`config.mk`:
```
export PLATFORM = sky130hd
export DESIGN_NAME = cpu_status_exc
export DESIGN_NICKNAME = d
export VERILOG_FILES = /design/src/include/cpu_exc_pkg.sv /design/src/verilog/cpu_status_exc.sv
export SDC_FILE = /design/constraint.sdc
export NUM_CORES = 2
export LEC_CHECK = 0
export BUFFER_PORTS_ARGS = -buffer_cell sky130_fd_sc_hd__buf_4
export CAP_MARGIN = 20
export CORE_MARGIN = 2
export CORE_UTILIZATION = 50
export CTS_CLUSTER_SIZE = 40
export DETAILED_ROUTE_END_ITERATION = 10
export GPL_TIMING_DRIVEN = 0
export MAX_ROUTING_LAYER = met4
export PLACE_DENSITY = 0.76
export SLEW_MARGIN = 20
export SYNTH_ARGS = -nofsm -noshare
export SYNTH_HDL_FRONTEND = slang
export SYNTH_SLANG_ARGS = --single-unit
```
`constraint.sdc`:
```
create_clock -name clk -period 39.7 [get_ports clk]
set_input_delay 5.955 -clock clk [delete_from_list [all_inputs] [get_ports clk]]
set_output_delay 5.955 -clock clk [all_outputs]
set_load 0.01 [all_outputs]
```
`src/include/cpu_exc_pkg.sv`:
```
/*
 Constants and carrier types of the status and exception unit.
 Assumes one core clock; all pipeline signals are on that clock.
*/
package cpu_exc_pkg;
	localparam int          WORD_W   = 32;
	localparam int          POS_N    = 31;
	localparam int          POS_Z    = 30;
	localparam int          POS_C    = 29;
	localparam int          POS_V    = 28;
	localparam int          POS_Q    = 27;
	localparam int          POS_J    = 24;
	localparam int          POS_I    = 7;
	localparam int          POS_F    = 6;
	localparam int          POS_T    = 5;
	localparam int          COND_HI  = 31;
	localparam int          COND_LO  = 28;
	localparam logic [4:0]  MODE_USR = 5'h10;
	localparam logic [4:0]  MODE_FIQ = 5'h11;
	localparam logic [4:0]  MODE_IRQ = 5'h12;
	localparam logic [4:0]  MODE_SVC = 5'h13;
	localparam logic [4:0]  MODE_ABT = 5'h17;
	localparam logic [4:0]  MODE_UND = 5'h1b;
	localparam logic [4:0]  MODE_SYS = 5'h1f;
	localparam logic [31:0] STATUS_RESET = 32'h0000_00d3;
	localparam logic [31:0] VECTOR_BASE  = 32'h0000_0000;
	localparam logic [31:0] USER_MASK    = 32'hff00_0000;
	localparam logic [7:0]  REG_STATUS = 8'h00;
	localparam logic [7:0]  REG_SAVED  = 8'h04;
	localparam logic [7:0]  REG_LINK   = 8'h08;
	localparam logic [7:0]  REG_STACK  = 8'h0c;
	localparam logic [7:0]  REG_CAUSE  = 8'h10;
	localparam logic [1:0]  HTRANS_NONSEQ = 2'h2;
	localparam logic [3:0]  IDX_R8  = 4'h8;
	localparam logic [3:0]  IDX_R12 = 4'hc;
	localparam logic [3:0]  IDX_R13 = 4'hd;
	localparam logic [3:0]  IDX_R14 = 4'he;
	localparam int          BANKS   = 6;
	localparam int          SAVED_N = 5;
	localparam int          HI_N    = 5;

	// Vector address is the cause code times four
	typedef enum logic [2:0] {
		CAUSE_RESET = 3'h0, CAUSE_UND = 3'h1, CAUSE_SWI = 3'h2,
		CAUSE_PABT = 3'h3, CAUSE_DABT = 3'h4, CAUSE_IRQ = 3'h6,
		CAUSE_FIQ = 3'h7
	} cause_type;
	typedef enum logic [2:0] {
		ST_BOOT = 3'b001, ST_RUN = 3'b010, ST_ENTER = 3'b100
	} fsm_type;
	typedef enum logic [1:0] {
		XS_FULL = 2'h0, XS_COMP = 2'h1, XS_BYTE = 2'h2
	} exec_state_type;
	typedef struct packed {
		logic       upd;
		logic [3:0] nzcv;
		logic       sat;
	} alu_update_type;
	typedef struct packed {
		logic        en;
		logic        toSaved;
		logic [3:0]  byteMask;
		logic [31:0] data;
	} status_write_type;
	typedef struct packed {
		logic        valid;
		logic [31:0] instr;
		logic        undef;
		logic        swTrap;
	} exec_event_type;
	typedef struct packed {
		logic advance;
		logic flush;
		logic fetchAbort;
		logic decBkpt;
	} pipe_ctl_type;
endpackage

```
`src/verilog/cpu_status_exc.sv`:
```
/*
 Status word, saved words, banked registers, exception arbitration,
 entry and return of the core. Software sees the state over AHB-Lite.
 Assumes pipeline inputs on clk; interrupt lines are asynchronous.
*/
`timescale 1ns/1ps
module cpu_status_exc #(
	parameter int DATA_W = 32
) (
	input  wire logic                          clk,
	input  wire logic                          sys_rst,
	input  wire logic                          hsel,
	input  wire logic [31:0]                   haddr,
	input  wire logic [1:0]                    htrans,
	input  wire logic                          hwrite,
	input  wire logic [2:0]                    hsize,
	input  wire logic [31:0]                   hwdata,
	input  wire logic                          hready,
	output logic                               hreadyout,
	output logic                               hresp,
	output logic [31:0]                        hrdata,
	input  wire logic                          fastIrqPin,
	input  wire logic                          normIrqPin,
	input  wire logic                          dataAbort,
	input  wire cpu_exc_pkg::alu_update_type   alu,
	input  wire cpu_exc_pkg::status_write_type swr,
	input  wire cpu_exc_pkg::exec_event_type   exEvt,
	input  wire cpu_exc_pkg::pipe_ctl_type     pipe,
	input  wire logic [31:0]                   curPc,
	input  wire logic                          retReq,
	input  wire logic                          rWrEn,
	input  wire logic [3:0]                    rWrIdx,
	input  wire logic [31:0]                   rWrData,
	input  wire logic [3:0]                    rRdIdx,
	output logic [31:0]                        rRdData,
	output logic [31:0]                        statusWord,
	output cpu_exc_pkg::exec_state_type        execState,
	output logic                               execGo,
	output logic                               fetchRedirect,
	output logic [31:0]                        fetchAddr,
	output cpu_exc_pkg::cause_type             lastCause
);
	if (DATA_W != cpu_exc_pkg::WORD_W) begin : g_chk
		$error("DATA_W must be 32");
	end

	function automatic logic condHolds(input logic [3:0] c,
		input logic [3:0] f);
		logic n, z, cy, v;
		{n, z, cy, v} = f;
		case (c)
			4'h0: condHolds = z;
			4'h1: condHolds = !z;
			4'h2: condHolds = cy;
			4'h3: condHolds = !cy;
			4'h4: condHolds = n;
			4'h5: condHolds = !n;
			4'h6: condHolds = v;
			4'h7: condHolds = !v;
			4'h8: condHolds = cy && !z;
			4'h9: condHolds = !cy || z;
			4'ha: condHolds = n == v;
			4'hb: condHolds = n != v;
			4'hc: condHolds = !z && (n == v);
			4'hd: condHolds = z || (n != v);
			default: condHolds = 1'b1;
		endcase
	endfunction

	function automatic logic [2:0] bankOf(input logic [4:0] m);
		case (m)
			cpu_exc_pkg::MODE_FIQ: bankOf = 3'h1;
			cpu_exc_pkg::MODE_IRQ: bankOf = 3'h2;
			cpu_exc_pkg::MODE_SVC: bankOf = 3'h3;
			cpu_exc_pkg::MODE_ABT: bankOf = 3'h4;
			cpu_exc_pkg::MODE_UND: bankOf = 3'h5;
			default:               bankOf = 3'h0;
		endcase
	endfunction

	function automatic logic [4:0] modeOf(input cpu_exc_pkg::cause_type k);
		case (k)
			cpu_exc_pkg::CAUSE_FIQ:  modeOf = cpu_exc_pkg::MODE_FIQ;
			cpu_exc_pkg::CAUSE_IRQ:  modeOf = cpu_exc_pkg::MODE_IRQ;
			cpu_exc_pkg::CAUSE_PABT,
			cpu_exc_pkg::CAUSE_DABT: modeOf = cpu_exc_pkg::MODE_ABT;
			cpu_exc_pkg::CAUSE_UND:  modeOf = cpu_exc_pkg::MODE_UND;
			default:                 modeOf = cpu_exc_pkg::MODE_SVC;
		endcase
	endfunction

	// Link offset: data abort +8; compressed trap/undefined +2; else +4
	function automatic logic [31:0] linkOff(input cpu_exc_pkg::cause_type k,
		input logic comp);
		if (k == cpu_exc_pkg::CAUSE_DABT)
			linkOff = 32'h8;
		else if (comp && (k == cpu_exc_pkg::CAUSE_SWI ||
			k == cpu_exc_pkg::CAUSE_UND))
			linkOff = 32'h2;
		else
			linkOff = 32'h4;
	endfunction

	function automatic logic [31:0] retOff(input cpu_exc_pkg::cause_type k);
		case (k)
			cpu_exc_pkg::CAUSE_DABT: retOff = 32'h8;
			cpu_exc_pkg::CAUSE_FIQ,
			cpu_exc_pkg::CAUSE_IRQ,
			cpu_exc_pkg::CAUSE_PABT: retOff = 32'h4;
			default:                 retOff = 32'h0;
		endcase
	endfunction

	cpu_exc_pkg::fsm_type   state;
	cpu_exc_pkg::cause_type pendCause;
	cpu_exc_pkg::cause_type excCause;
	cpu_exc_pkg::cause_type slotCause [cpu_exc_pkg::SAVED_N];
	logic [31:0] savedWord [cpu_exc_pkg::SAVED_N];
	logic [31:0] stackReg  [cpu_exc_pkg::BANKS];
	logic [31:0] linkReg   [cpu_exc_pkg::BANKS];
	logic [31:0] hiUsr     [cpu_exc_pkg::HI_N];
	logic [31:0] hiFiq     [cpu_exc_pkg::HI_N];
	logic [1:0]  fiqSync;
	logic [1:0]  irqSync;
	logic        decAbort;
	logic        exAbort;
	logic        exBkpt;
	logic [31:0] pendLink;
	logic        aWr;
	logic [7:0]  aAddr;
	logic [31:0] next_status;
	logic [4:0]  mode;
	logic [2:0]  bank;
	logic [2:0]  slot;
	logic [2:0]  pendSlot;
	logic        priv;
	logic        condOk;
	logic        fiqReq;
	logic        irqReq;
	logic        pabtReq;
	logic        bkptReq;
	logic        undReq;
	logic        swiReq;
	logic        anyExc;
	logic        take;
	logic        retGo;
	logic        ahbRd;
	logic [31:0] rdMux;

	assign mode     = statusWord[4:0];
	assign bank     = bankOf(mode);
	assign slot     = bank - 3'h1;
	assign pendSlot = bankOf(modeOf(pendCause)) - 3'h1;
	assign priv     = bank != 3'h0;
	assign condOk   = condHolds(exEvt.instr[cpu_exc_pkg::COND_HI:
		cpu_exc_pkg::COND_LO], statusWord[31:28]);

	// Interrupt lines come from outside the clock domain
	always_ff @(posedge clk or posedge sys_rst) begin
		if (sys_rst) begin
			fiqSync <= 2'h0;
			irqSync <= 2'h0;
		end else begin
			fiqSync <= {fiqSync[0], fastIrqPin};
			irqSync <= {irqSync[0], normIrqPin};
		end
	end

	// Abort and breakpoint marks ride with the instruction
	always_ff @(posedge clk or posedge sys_rst) begin
		if (sys_rst) begin
			decAbort <= 1'b0;
			exAbort  <= 1'b0;
			exBkpt   <= 1'b0;
		end else if (pipe.flush || take) begin
			decAbort <= 1'b0;
			exAbort  <= 1'b0;
			exBkpt   <= 1'b0;
		end else if (pipe.advance) begin
			decAbort <= pipe.fetchAbort;
			exAbort  <= decAbort;
			exBkpt   <= pipe.decBkpt;
		end
	end

	assign fiqReq  = fiqSync[1] && !statusWord[cpu_exc_pkg::POS_F];
	assign irqReq  = irqSync[1] && !statusWord[cpu_exc_pkg::POS_I];
	assign pabtReq = exEvt.valid && exAbort;
	assign bkptReq = exEvt.valid && exBkpt;
	assign undReq  = exEvt.valid && condOk && exEvt.undef && !exBkpt;
	assign swiReq  = exEvt.valid && condOk && exEvt.swTrap && !exBkpt &&
		!exEvt.undef;
	assign anyExc  = dataAbort || fiqReq || irqReq || pabtReq ||
		bkptReq || undReq || swiReq;
	assign take    = (state == cpu_exc_pkg::ST_RUN) && anyExc;
	assign retGo   = (state == cpu_exc_pkg::ST_RUN) && !anyExc && retReq &&
		priv && mode != cpu_exc_pkg::MODE_SYS;

	always_comb begin
		if (dataAbort)
			excCause = cpu_exc_pkg::CAUSE_DABT;
		else if (fiqReq)
			excCause = cpu_exc_pkg::CAUSE_FIQ;
		else if (irqReq)
			excCause = cpu_exc_pkg::CAUSE_IRQ;
		else if (pabtReq || bkptReq)
			excCause = cpu_exc_pkg::CAUSE_PABT;
		else if (undReq)
			excCause = cpu_exc_pkg::CAUSE_UND;
		else
			excCause = cpu_exc_pkg::CAUSE_SWI;
	end

	always_ff @(posedge clk or posedge sys_rst) begin
		if (sys_rst) begin
			state     <= cpu_exc_pkg::ST_BOOT;
			pendCause <= cpu_exc_pkg::CAUSE_RESET;
			pendLink  <= 32'h0;
		end else begin
			case (state)
				cpu_exc_pkg::ST_BOOT: state <= cpu_exc_pkg::ST_RUN;
				cpu_exc_pkg::ST_RUN: begin
					if (take) begin
						state     <= cpu_exc_pkg::ST_ENTER;
						pendCause <= excCause;
						pendLink  <= curPc + linkOff(excCause,
							statusWord[cpu_exc_pkg::POS_T]);
					end
				end
				cpu_exc_pkg::ST_ENTER: state <= cpu_exc_pkg::ST_RUN;
				default: state <= cpu_exc_pkg::ST_RUN;
			endcase
		end
	end

	// Current status word: entry, return, bus, status write, ALU
	always_comb begin
		next_status = statusWord;
		if (state == cpu_exc_pkg::ST_ENTER) begin
			next_status[4:0] = modeOf(pendCause);
			next_status[cpu_exc_pkg::POS_I] = 1'b1;
			next_status[cpu_exc_pkg::POS_T] = 1'b0;
			next_status[cpu_exc_pkg::POS_J] = 1'b0;
			if (pendCause == cpu_exc_pkg::CAUSE_FIQ)
				next_status[cpu_exc_pkg::POS_F] = 1'b1;
		end else if (retGo) begin
			next_status = savedWord[slot];
		end else if (aWr && aAddr == cpu_exc_pkg::REG_STATUS) begin
			next_status = hwdata;
		end else begin
			if (swr.en && !swr.toSaved)
				for (int b = 0; b < 4; b++)
					if (swr.byteMask[b] && (priv || b == 3))
						next_status[8*b +: 8] = swr.data[8*b +: 8];
			if (alu.upd)
				next_status[31:28] = alu.nzcv;
		end
		if (alu.sat)
			next_status[cpu_exc_pkg::POS_Q] = 1'b1;
	end

	always_ff @(posedge clk or posedge sys_rst) begin
		if (sys_rst)
			statusWord <= cpu_exc_pkg::STATUS_RESET;
		else
			statusWord <= next_status;
	end

	always_ff @(posedge clk or posedge sys_rst) begin
		if (sys_rst)
			execState <= cpu_exc_pkg::XS_FULL;
		else if (next_status[cpu_exc_pkg::POS_J])
			execState <= cpu_exc_pkg::XS_BYTE;
		else if (next_status[cpu_exc_pkg::POS_T])
			execState <= cpu_exc_pkg::XS_COMP;
		else
			execState <= cpu_exc_pkg::XS_FULL;
	end

	// Saved words: one per exception mode
	always_ff @(posedge clk or posedge sys_rst) begin
		if (sys_rst) begin
			for (int i = 0; i < cpu_exc_pkg::SAVED_N; i++) begin
				savedWord[i] <= 32'h0;
				slotCause[i] <= cpu_exc_pkg::CAUSE_RESET;
			end
		end else if (state == cpu_exc_pkg::ST_ENTER) begin
			savedWord[pendSlot] <= statusWord;
			slotCause[pendSlot] <= pendCause;
		end else if (priv && mode != cpu_exc_pkg::MODE_SYS) begin
			if (aWr && aAddr == cpu_exc_pkg::REG_SAVED)
				savedWord[slot] <= hwdata;
			else if (swr.en && swr.toSaved)
				for (int b = 0; b < 4; b++)
					if (swr.byteMask[b])
						savedWord[slot][8*b +: 8] <= swr.data[8*b +: 8];
		end
	end

	// Banked stack pointers and links
	always_ff @(posedge clk or posedge sys_rst) begin
		if (sys_rst) begin
			for (int i = 0; i < cpu_exc_pkg::BANKS; i++) begin
				stackReg[i] <= 32'h0;
				linkReg[i]  <= 32'h0;
			end
		end else begin
			if (state == cpu_exc_pkg::ST_ENTER)
				linkReg[pendSlot + 3'h1] <= pendLink;
			else if (rWrEn && rWrIdx == cpu_exc_pkg::IDX_R14)
				linkReg[bank] <= rWrData;
			if (aWr && aAddr == cpu_exc_pkg::REG_STACK)
				stackReg[bank] <= hwdata;
			else if (rWrEn && rWrIdx == cpu_exc_pkg::IDX_R13)
				stackReg[bank] <= rWrData;
		end
	end

	always_ff @(posedge clk or posedge sys_rst) begin
		if (sys_rst) begin
			for (int i = 0; i < cpu_exc_pkg::HI_N; i++) begin
				hiUsr[i] <= 32'h0;
				hiFiq[i] <= 32'h0;
			end
		end else if (rWrEn && rWrIdx >= cpu_exc_pkg::IDX_R8 &&
			rWrIdx <= cpu_exc_pkg::IDX_R12) begin
			if (mode == cpu_exc_pkg::MODE_FIQ)
				hiFiq[3'(rWrIdx - cpu_exc_pkg::IDX_R8)] <= rWrData;
			else
				hiUsr[3'(rWrIdx - cpu_exc_pkg::IDX_R8)] <= rWrData;
		end
	end

	always_ff @(posedge clk or posedge sys_rst) begin
		if (sys_rst)
			rRdData <= 32'h0;
		else if (rRdIdx == cpu_exc_pkg::IDX_R13)
			rRdData <= stackReg[bank];
		else if (rRdIdx == cpu_exc_pkg::IDX_R14)
			rRdData <= linkReg[bank];
		else if (rRdIdx >= cpu_exc_pkg::IDX_R8 &&
			rRdIdx <= cpu_exc_pkg::IDX_R12)
			rRdData <= (mode == cpu_exc_pkg::MODE_FIQ) ?
				hiFiq[3'(rRdIdx - cpu_exc_pkg::IDX_R8)] :
				hiUsr[3'(rRdIdx - cpu_exc_pkg::IDX_R8)];
		else
			rRdData <= 32'h0;
	end

	// Fetch redirect, execute gate, cause
	always_ff @(posedge clk or posedge sys_rst) begin
		if (sys_rst) begin
			fetchRedirect <= 1'b0;
			fetchAddr     <= 32'h0;
			execGo        <= 1'b0;
			lastCause     <= cpu_exc_pkg::CAUSE_RESET;
		end else begin
			fetchRedirect <= (state != cpu_exc_pkg::ST_RUN) || retGo;
			if (state != cpu_exc_pkg::ST_RUN) begin
				fetchAddr <= cpu_exc_pkg::VECTOR_BASE |
					{27'h0, pendCause, 2'h0};
				lastCause <= pendCause;
			end else if (retGo)
				fetchAddr <= linkReg[bank] - retOff(slotCause[slot]);
			execGo <= exEvt.valid && condOk && !anyExc &&
				(state == cpu_exc_pkg::ST_RUN);
		end
	end

	// AHB-Lite slave, zero wait states, always OKAY
	assign ahbRd = hsel && hready && htrans == cpu_exc_pkg::HTRANS_NONSEQ &&
		!hwrite;
	always_comb begin
		case (haddr[7:0])
			cpu_exc_pkg::REG_STATUS: rdMux = statusWord;
			cpu_exc_pkg::REG_SAVED:
				rdMux = (priv && mode != cpu_exc_pkg::MODE_SYS) ?
					savedWord[slot] : 32'h0;
			cpu_exc_pkg::REG_LINK:   rdMux = linkReg[bank];
			cpu_exc_pkg::REG_STACK:  rdMux = stackReg[bank];
			cpu_exc_pkg::REG_CAUSE:  rdMux = {29'h0, lastCause};
			default:                 rdMux = 32'h0;
		endcase
	end

	always_ff @(posedge clk or posedge sys_rst) begin
		if (sys_rst) begin
			aWr       <= 1'b0;
			aAddr     <= 8'h0;
			hrdata    <= 32'h0;
			hreadyout <= 1'b0;
			hresp     <= 1'b0;
		end else begin
			hreadyout <= 1'b1;
			hresp     <= 1'b0;
			aWr   <= hsel && hready && hwrite &&
				htrans == cpu_exc_pkg::HTRANS_NONSEQ;
			aAddr <= haddr[7:0];
			hrdata <= ahbRd ? rdMux : 32'h0;
		end
	end
endmodule // cpu_status_exc

```
; After elaboration in Yosys (flattened, before gate mapping)
; Index checks and enable logic that the tools add are counted.
[op_classes]
n_addsub = 7
order_cmp = 15
eq_ne = 55
mux = 123
n_bitwise = 8
reduce_logical = 100
[op_table]
columns = op, count
row1 = two-way mux 160 bit, 20
row2 = bitwise mux 160 bit, 8
row3 = two-way mux 32 bit, 31
row4 = demux 32 bit (select 3 bit), 9
row5 = bitwise mux 192 bit, 4
row6 = two-way mux 192 bit, 4
row7 = binary-select mux 32 bit (select 3 bit), 5
row8 = case mux 32 bit (5 select lines), 1
row9 = "equality test 5 bit, second input constant", 10
row10 = two-way mux 8 bit, 6
row11 = logical AND 1 bit, 44
row12 = "equality test 4 bit, second input constant", 10
row13 = adder 32 bit, 1
row14 = "greater-or-equal comparator 4 bit, second input constant", 8
row15 = subtractor 32 bit, 1
row16 = two-way mux 3 bit, 10
row17 = case mux 3 bit (5 select lines), 2
row18 = "equality test 3 bit, second input constant", 8
row19 = "equality test 8 x 4 -> 1 bit, second input constant", 3
row20 = two-way mux 24 bit, 1
row21 = inverter 3 -> 4 bit, 6
row22 = nonzero test 4 bit, 6
row23 = "less-than comparator 4 x 1 -> 1 bit, second input constant", 5
row24 = AND reduction 3 bit, 6
row25 = other kinds (36), 99
[word_totals]
ff_bits = 1069
input_bits = 234
output_inout_bits = 137
elab_cells = 366

; Logic depth before layout (Yosys ltp)
[depth]
word_depth = 32
mapped_depth = 24
ltp_nobuf = 18

; Worst setup path before layout
; No wires, ideal clock.
[synth_path]
path_type = input port to flip-flop
start = in exEvt[30] in the netlist's numbering
end = reg statusWord[31]
setup_time_ns = 0.125
t_arrival_ns = 8.069
required_ns = 39.575
setup_slack_ns = 31.506
path_stages = 11
n_path_buf = 3
path_cell_list = clkbuf_1 -> xor2_1 -> xnor2_1 -> a221o_1 -> a32oi_1 -> o21ai_1 -> clkbuf_1 -> clkbuf_1 -> o211ai_1 -> o21ai_0 -> mux2_2
[synth_between]
elab_chain_cells = 14
word_cells_on_any_way = 32
cone_classes = 13 x eq/ne / 2 x mux / 17 x reduce/logical
[synth_rtl]
columns = element, line_no
row1 = start: declaration, cpu_status_exc.sv:27  ; input wire cpu_exc_pkg::exec_event_type exEvt,
row2 = "equality test 4 bit, or another cell as far along", cpu_status_exc.sv:51  ; case (c)
row3 = case mux 1 bit (14 select lines) *, cpu_status_exc.sv:51
row4 = logical AND 1 bit *, "cpu_status_exc.sv:190, cpu_status_exc.sv:191"
row5 = logical AND 1 bit (on tied branches) (2 in a row), "cpu_status_exc.sv:190, cpu_status_exc.sv:191"
row6 = logical OR 1 bit / logical AND 1 bit (equally long branches), "cpu_status_exc.sv:194, cpu_status_exc.sv:191"
row7 = logical OR 1 bit *, cpu_status_exc.sv:194  ; bkptReq || undReq || swiReq;
row8 = logical NOT 1 bit *, cpu_status_exc.sv:196  ; assign retGo = (state == cpu_exc_pkg::ST_RUN) && !anyExc && retReq &&
row9 = logical AND 1 bit * (3 in a row), cpu_status_exc.sv:196
row10 = logical AND 1 bit *, cpu_status_exc.sv:197  ; priv && mode != cpu_exc_pkg::MODE_SYS;
row11 = nonzero test 4 bit (no line), --
row12 = AND reduction 3 bit (no line), --
row13 = end signal: assignment, cpu_status_exc.sv:264  ; statusWord <= cpu_exc_pkg::STATUS_RESET;
row14 = end signal: assignment, cpu_status_exc.sv:266  ; statusWord <= next_status;
row15 = end: declaration, cpu_status_exc.sv:36  ; output logic [31:0] statusWord,
; Every way passes the cells marked *; elsewhere a longest branch is shown, timed or not.
; A chain may end at the register's enable or synchronous reset.

; Worst setup path after layout
[layout_path]
start = reg statusWord[1]
end = reg fetchAddr[29]
[layout_between]
elab_chain_cells = 15
word_cells_on_any_way = 31
cone_classes = 2 x add/sub / 10 x eq/ne / 12 x mux / 2 x bitwise / 5 x reduce/logical
[layout_rtl]
columns = element, line_no
row1 = equality test 5 bit, cpu_status_exc.sv:71  ; case (m)
row2 = case mux 3 bit (5 select lines), cpu_status_exc.sv:71
row3 = subtractor 3 x 1 -> 3 bit, cpu_status_exc.sv:152  ; assign slot = bank - 3'h1;
row4 = inverter 3 -> 4 bit (not written as such), cpu_status_exc.sv:364  ; fetchAddr <= linkReg[bank] - retOff(slotCause[slot]);
row5 = binary-select mux 3 bit (select 3 bit), cpu_status_exc.sv:364
row6 = two-way mux 3 bit (not written as such) (2 in a row), cpu_status_exc.sv:364
row7 = equality test 3 bit / equality test 3 x 2 -> 1 bit (equally long branches), cpu_status_exc.sv:105  ; case (k)
row8 = OR reduction 3 bit, cpu_status_exc.sv:105
row9 = case mux 4 bit (2 select lines), cpu_status_exc.sv:105
row10 = two-way mux 32 bit, cpu_status_exc.sv:363  ; end else if (retGo)
row11 = two-way mux 32 bit, cpu_status_exc.sv:359  ; if (state != cpu_exc_pkg::ST_RUN) begin
row12 = subtractor 32 bit, cpu_status_exc.sv:364
row13 = two-way mux 32 bit, cpu_status_exc.sv:363
row14 = two-way mux 32 bit, cpu_status_exc.sv:359
row15 = end signal: assignment, cpu_status_exc.sv:360  ; fetchAddr <= cpu_exc_pkg::VECTOR_BASE |
row16 = end signal: assignment, cpu_status_exc.sv:364
row17 = end: declaration, cpu_status_exc.sv:40  ; output logic [31:0] fetchAddr,
; Parallel ways exist; a longest one is shown, timed or not. The select of a mux whose other input is x is not followed.

==> results.toml <==
[grt]
met1_usage = 0.505
met2_usage = 0.559
grt_pass1_wl_mm = 313
track_usage = 0.414
grt_pass1_vias = 45835
overflow = 0
busiest_layer = "met2"
met3_usage = 0.181
antenna_found_initial = 21
grt_max_degree = 108

[place]
pre_cts_ws_ns = 30.05
place_congestion = 1.12
hpwl_mm = 158
port_buffers = 310

[pwr]
pwr-share-seq = 0.368
p_total_mw = 4.53
power_leakage_nw = 26.3
ir_drop_uv = 59.7
power_switching_mw = 1.91
clockPowerShare = 0.251
p_int_mw = 2.61
switching_share = 0.422
p_per_area_nw_per_um2 = 75.2
p_comb_frac = 0.381

[route]
wl_per_cell_um = 31.1
vias = 48211
firstDrtPassIters = 10
routed_wl_mm = 218
drc = 0
vias_per_cell = 6.88
drtAntennaViolNets = 0
initialDrtViolationCount = 8434

[clock_tree]
cts_setup_buffers = 0
cts-root-buf = "clkbuf_16"
clock_sinks = 1068
clk_pin_slew_ns = 0.06
cts_buffers = 111
cts_buffer_depth = 3
cts_tree = "built"
ctsResizeCount = 0
insertion_delay_ns = 0.75
cts_hold_buf = 0
htree_levels = 3

[sta]
fmaxAchievable_ghz = 0.101
worstMarginPinSlew_ns = 1.29
setup_viol = 0
rsz0062_at_grt = "no"
postLayoutSetupSlackWorst_ns = 29.81
hold_ws_ns = 0.350
hold_viol_final = 0
clock_skew_ns = 0.0442
fin_crit_ns = 9.89
slew_headroom = 0.132
fin_crit_sh = 0.249
maxSlewViolCount = 0

[setup_path]
slowest_delay_ns = 0.84
startpoint_type = "flop"
cpLargestDelayFamily = "buffers and inverters"
cp_max_fo = 11
critPathRequiredTime_ns = 40.24
arrival_ns = 10.43
endpoint_kind = "flop"
crit_chain = "clkbuf_2, nand4b_1, nand2_2, inv_2, clkbuf_2, buf_1, clkbuf_1, ha_1, or3_1, nand2_1, clkbuf_1, buf_1, clkbuf_1, o22a_1, a21o_1, nand3_1, ha_1, nor2b_1, or2_2, nor4_1, nand3_1, o21a_1, o31ai_1"
crit_top_cell = "clkbuf_1"
crit_buf_inv = 8
cpMaxStageDelayCell = "o31ai_1"
setup.worst_path.class = "reg -> reg"

[finish]
nNetsFinal = 5770
final_cell_mix = "dfrtp_1 (1062), nand2_1 (640), o21ai_0 (460), nor2_1 (441), clkbuf_1 (392)"
fillCellCount = 8679
final_common_cell = "dfrtp_1"
syn_to_final_growth_pct = 16.4
drive_above_1_share = 0.179

[synthesis]
yosysWarningCount = 0
synthFlopType = "dfrtp_1"
synth-seq-cells = 1068
avgSynthCellArea_um2 = 10.2
yosysSeqAreaShare = 0.517
syn_inst = 5076
synthDominantCellAreaShare = 0.514
synth_area_leader_cell = "dfrtp_1"
synth_area_um2 = 51700
synth_edf_count = 0
yosys.cell_types.count = 78
synth.area.top_cells = "dfrtp_1 (51%), mux2_2 (7.9%), a22oi_1 (4.8%)"
synth-async-reset-ratio = 1.00

[run]
maxCapViolations = 0

[min_path]
min_path_type = "reg -> reg"

[floorplan]
dieArea_um2 = 106000
die_h_um = 326
io_pins = 371
start_util = 0.506
core_area_um2 = 102000
rows = 117
die_w_um = 326

[status]
status = "finished clean"
[flip-flops by register name, indices dropped and copies added (netlist names), 2 cells and up]
signal / count
slotCause: 15
fetchAddr: 32
savedWord: 160
irqSync: 2
stackReg: 192
hiUsr: 160
fiqSync: 2
linkReg: 192
lastCause: 3
state: 3
hiFiq: 160
pendCause: 3
pendLink: 32
hrdata: 32
statusWord: 32
aAddr: 8
rRdData: 32
[layout make-up]
type | instances | area (µm²) | area share
diodes | 28 | 70.1 | 0.00116
plain buffers | 442 | 1710 | 0.0283
clock buffers | 158 | 3270 | 0.0543
clock inverters | 49 | 647 | 0.0107
inverters | 28 | 113 | 0.00187
multi-input cells | 3539 | 23200 | 0.386
flip-flops and latches | 1068 | 26700 | 0.444
well taps | 1368 | 1710 | 0.0284
repair buffers | 330 | 2710 | 0.0450
[through the flow]
stage / utilization / setup TNS, ns / std cells / instance area [µm²]
floorplan: - / 0 / 5077 / 51700
global placement: 0.546 / -7659.09 / 6755 / 55700
detailed placement: 0.550 / 0 / 6773 / 56200
CTS: 0.588 / 0 / 6980 / 60100
global route: 0.589 / 0 / 7001 / 60200
finish: 0.589 / 0 / 7010 / 60200
[cells in the mapped netlist (24+ instances only)]
cell type	count
clkbuf_1	379
a222oi_1	43
mux2i_1	119
nand3_1	96
a221o_1	99
inv_1	27
a21oi_1	361
dfrtp_1	1062
a22oi_1	328
xnor2_1	30
nand2_1	640
nor3_1	31
o22ai_1	64
and3_1	39
nor2_1	442
mux4_2	63
o221ai_1	29
o21ai_0	462
o211ai_1	24
buf_1	49
mux2_2	361
[final timing paths]
kind | startpoint | endpoint | slack [ns] | cells after the start
max | statusWord[1]$_DFFE_PP1P_ | fetchAddr[29]$_DFFE_PP0P_ | 29.81 | 23
min in group asynchronous | sys_rst | rRdData[21]$_DFF_PP0_ | 5.25 | 2
min | fiqSync[0]$_DFF_PP0_ | fiqSync[1]$_DFF_PP0_ | 0.35 | 0
min reg2reg | fiqSync[0]$_DFF_PP0_ | fiqSync[1]$_DFF_PP0_ | 0.35 | 0
max reg2reg | statusWord[1]$_DFFE_PP1P_ | fetchAddr[29]$_DFFE_PP0P_ | 29.81 | 23
max in group asynchronous | sys_rst | linkReg[80]$_DFFE_PP0P_ | 32.06 | 6
[cell families after synthesis]
logic type | after synthesis | share of synthesized area
XOR/XNOR | 49 | 0.00830
adder cells (fa/ha/maj) | 16 | 0.00416
flip-flops | 1068 | 0.517
AO/OA/AOI/OAI | 1532 | 0.190
buffers and inverters | 470 | 0.0349
multiplexers | 543 | 0.129
other | 2 | 0.000145
AND/OR/NAND/NOR | 1396 | 0.116
[routing by layer]
metal | part of all wire | wire length (µm)
met1 | 0.35 | 77200
met2 | 0.41 | 89100
met3 | 0.16 | 34800
met4 | 0.077 | 16900
met5 | 0 | 0
[power by group through the flow]
stage                     Sequential, mW  Clock (mW)  Combinational, mW
after floorplan                     1.59           0              0.938
after global placement              1.66           0               1.55
after detailed placement            1.66           0               1.59
after CTS                           1.65        1.13               1.60
after global routing                1.69        1.18               1.76
final                               1.67        1.14               1.72
Note: power is estimated with default switching activity, not from simulation.
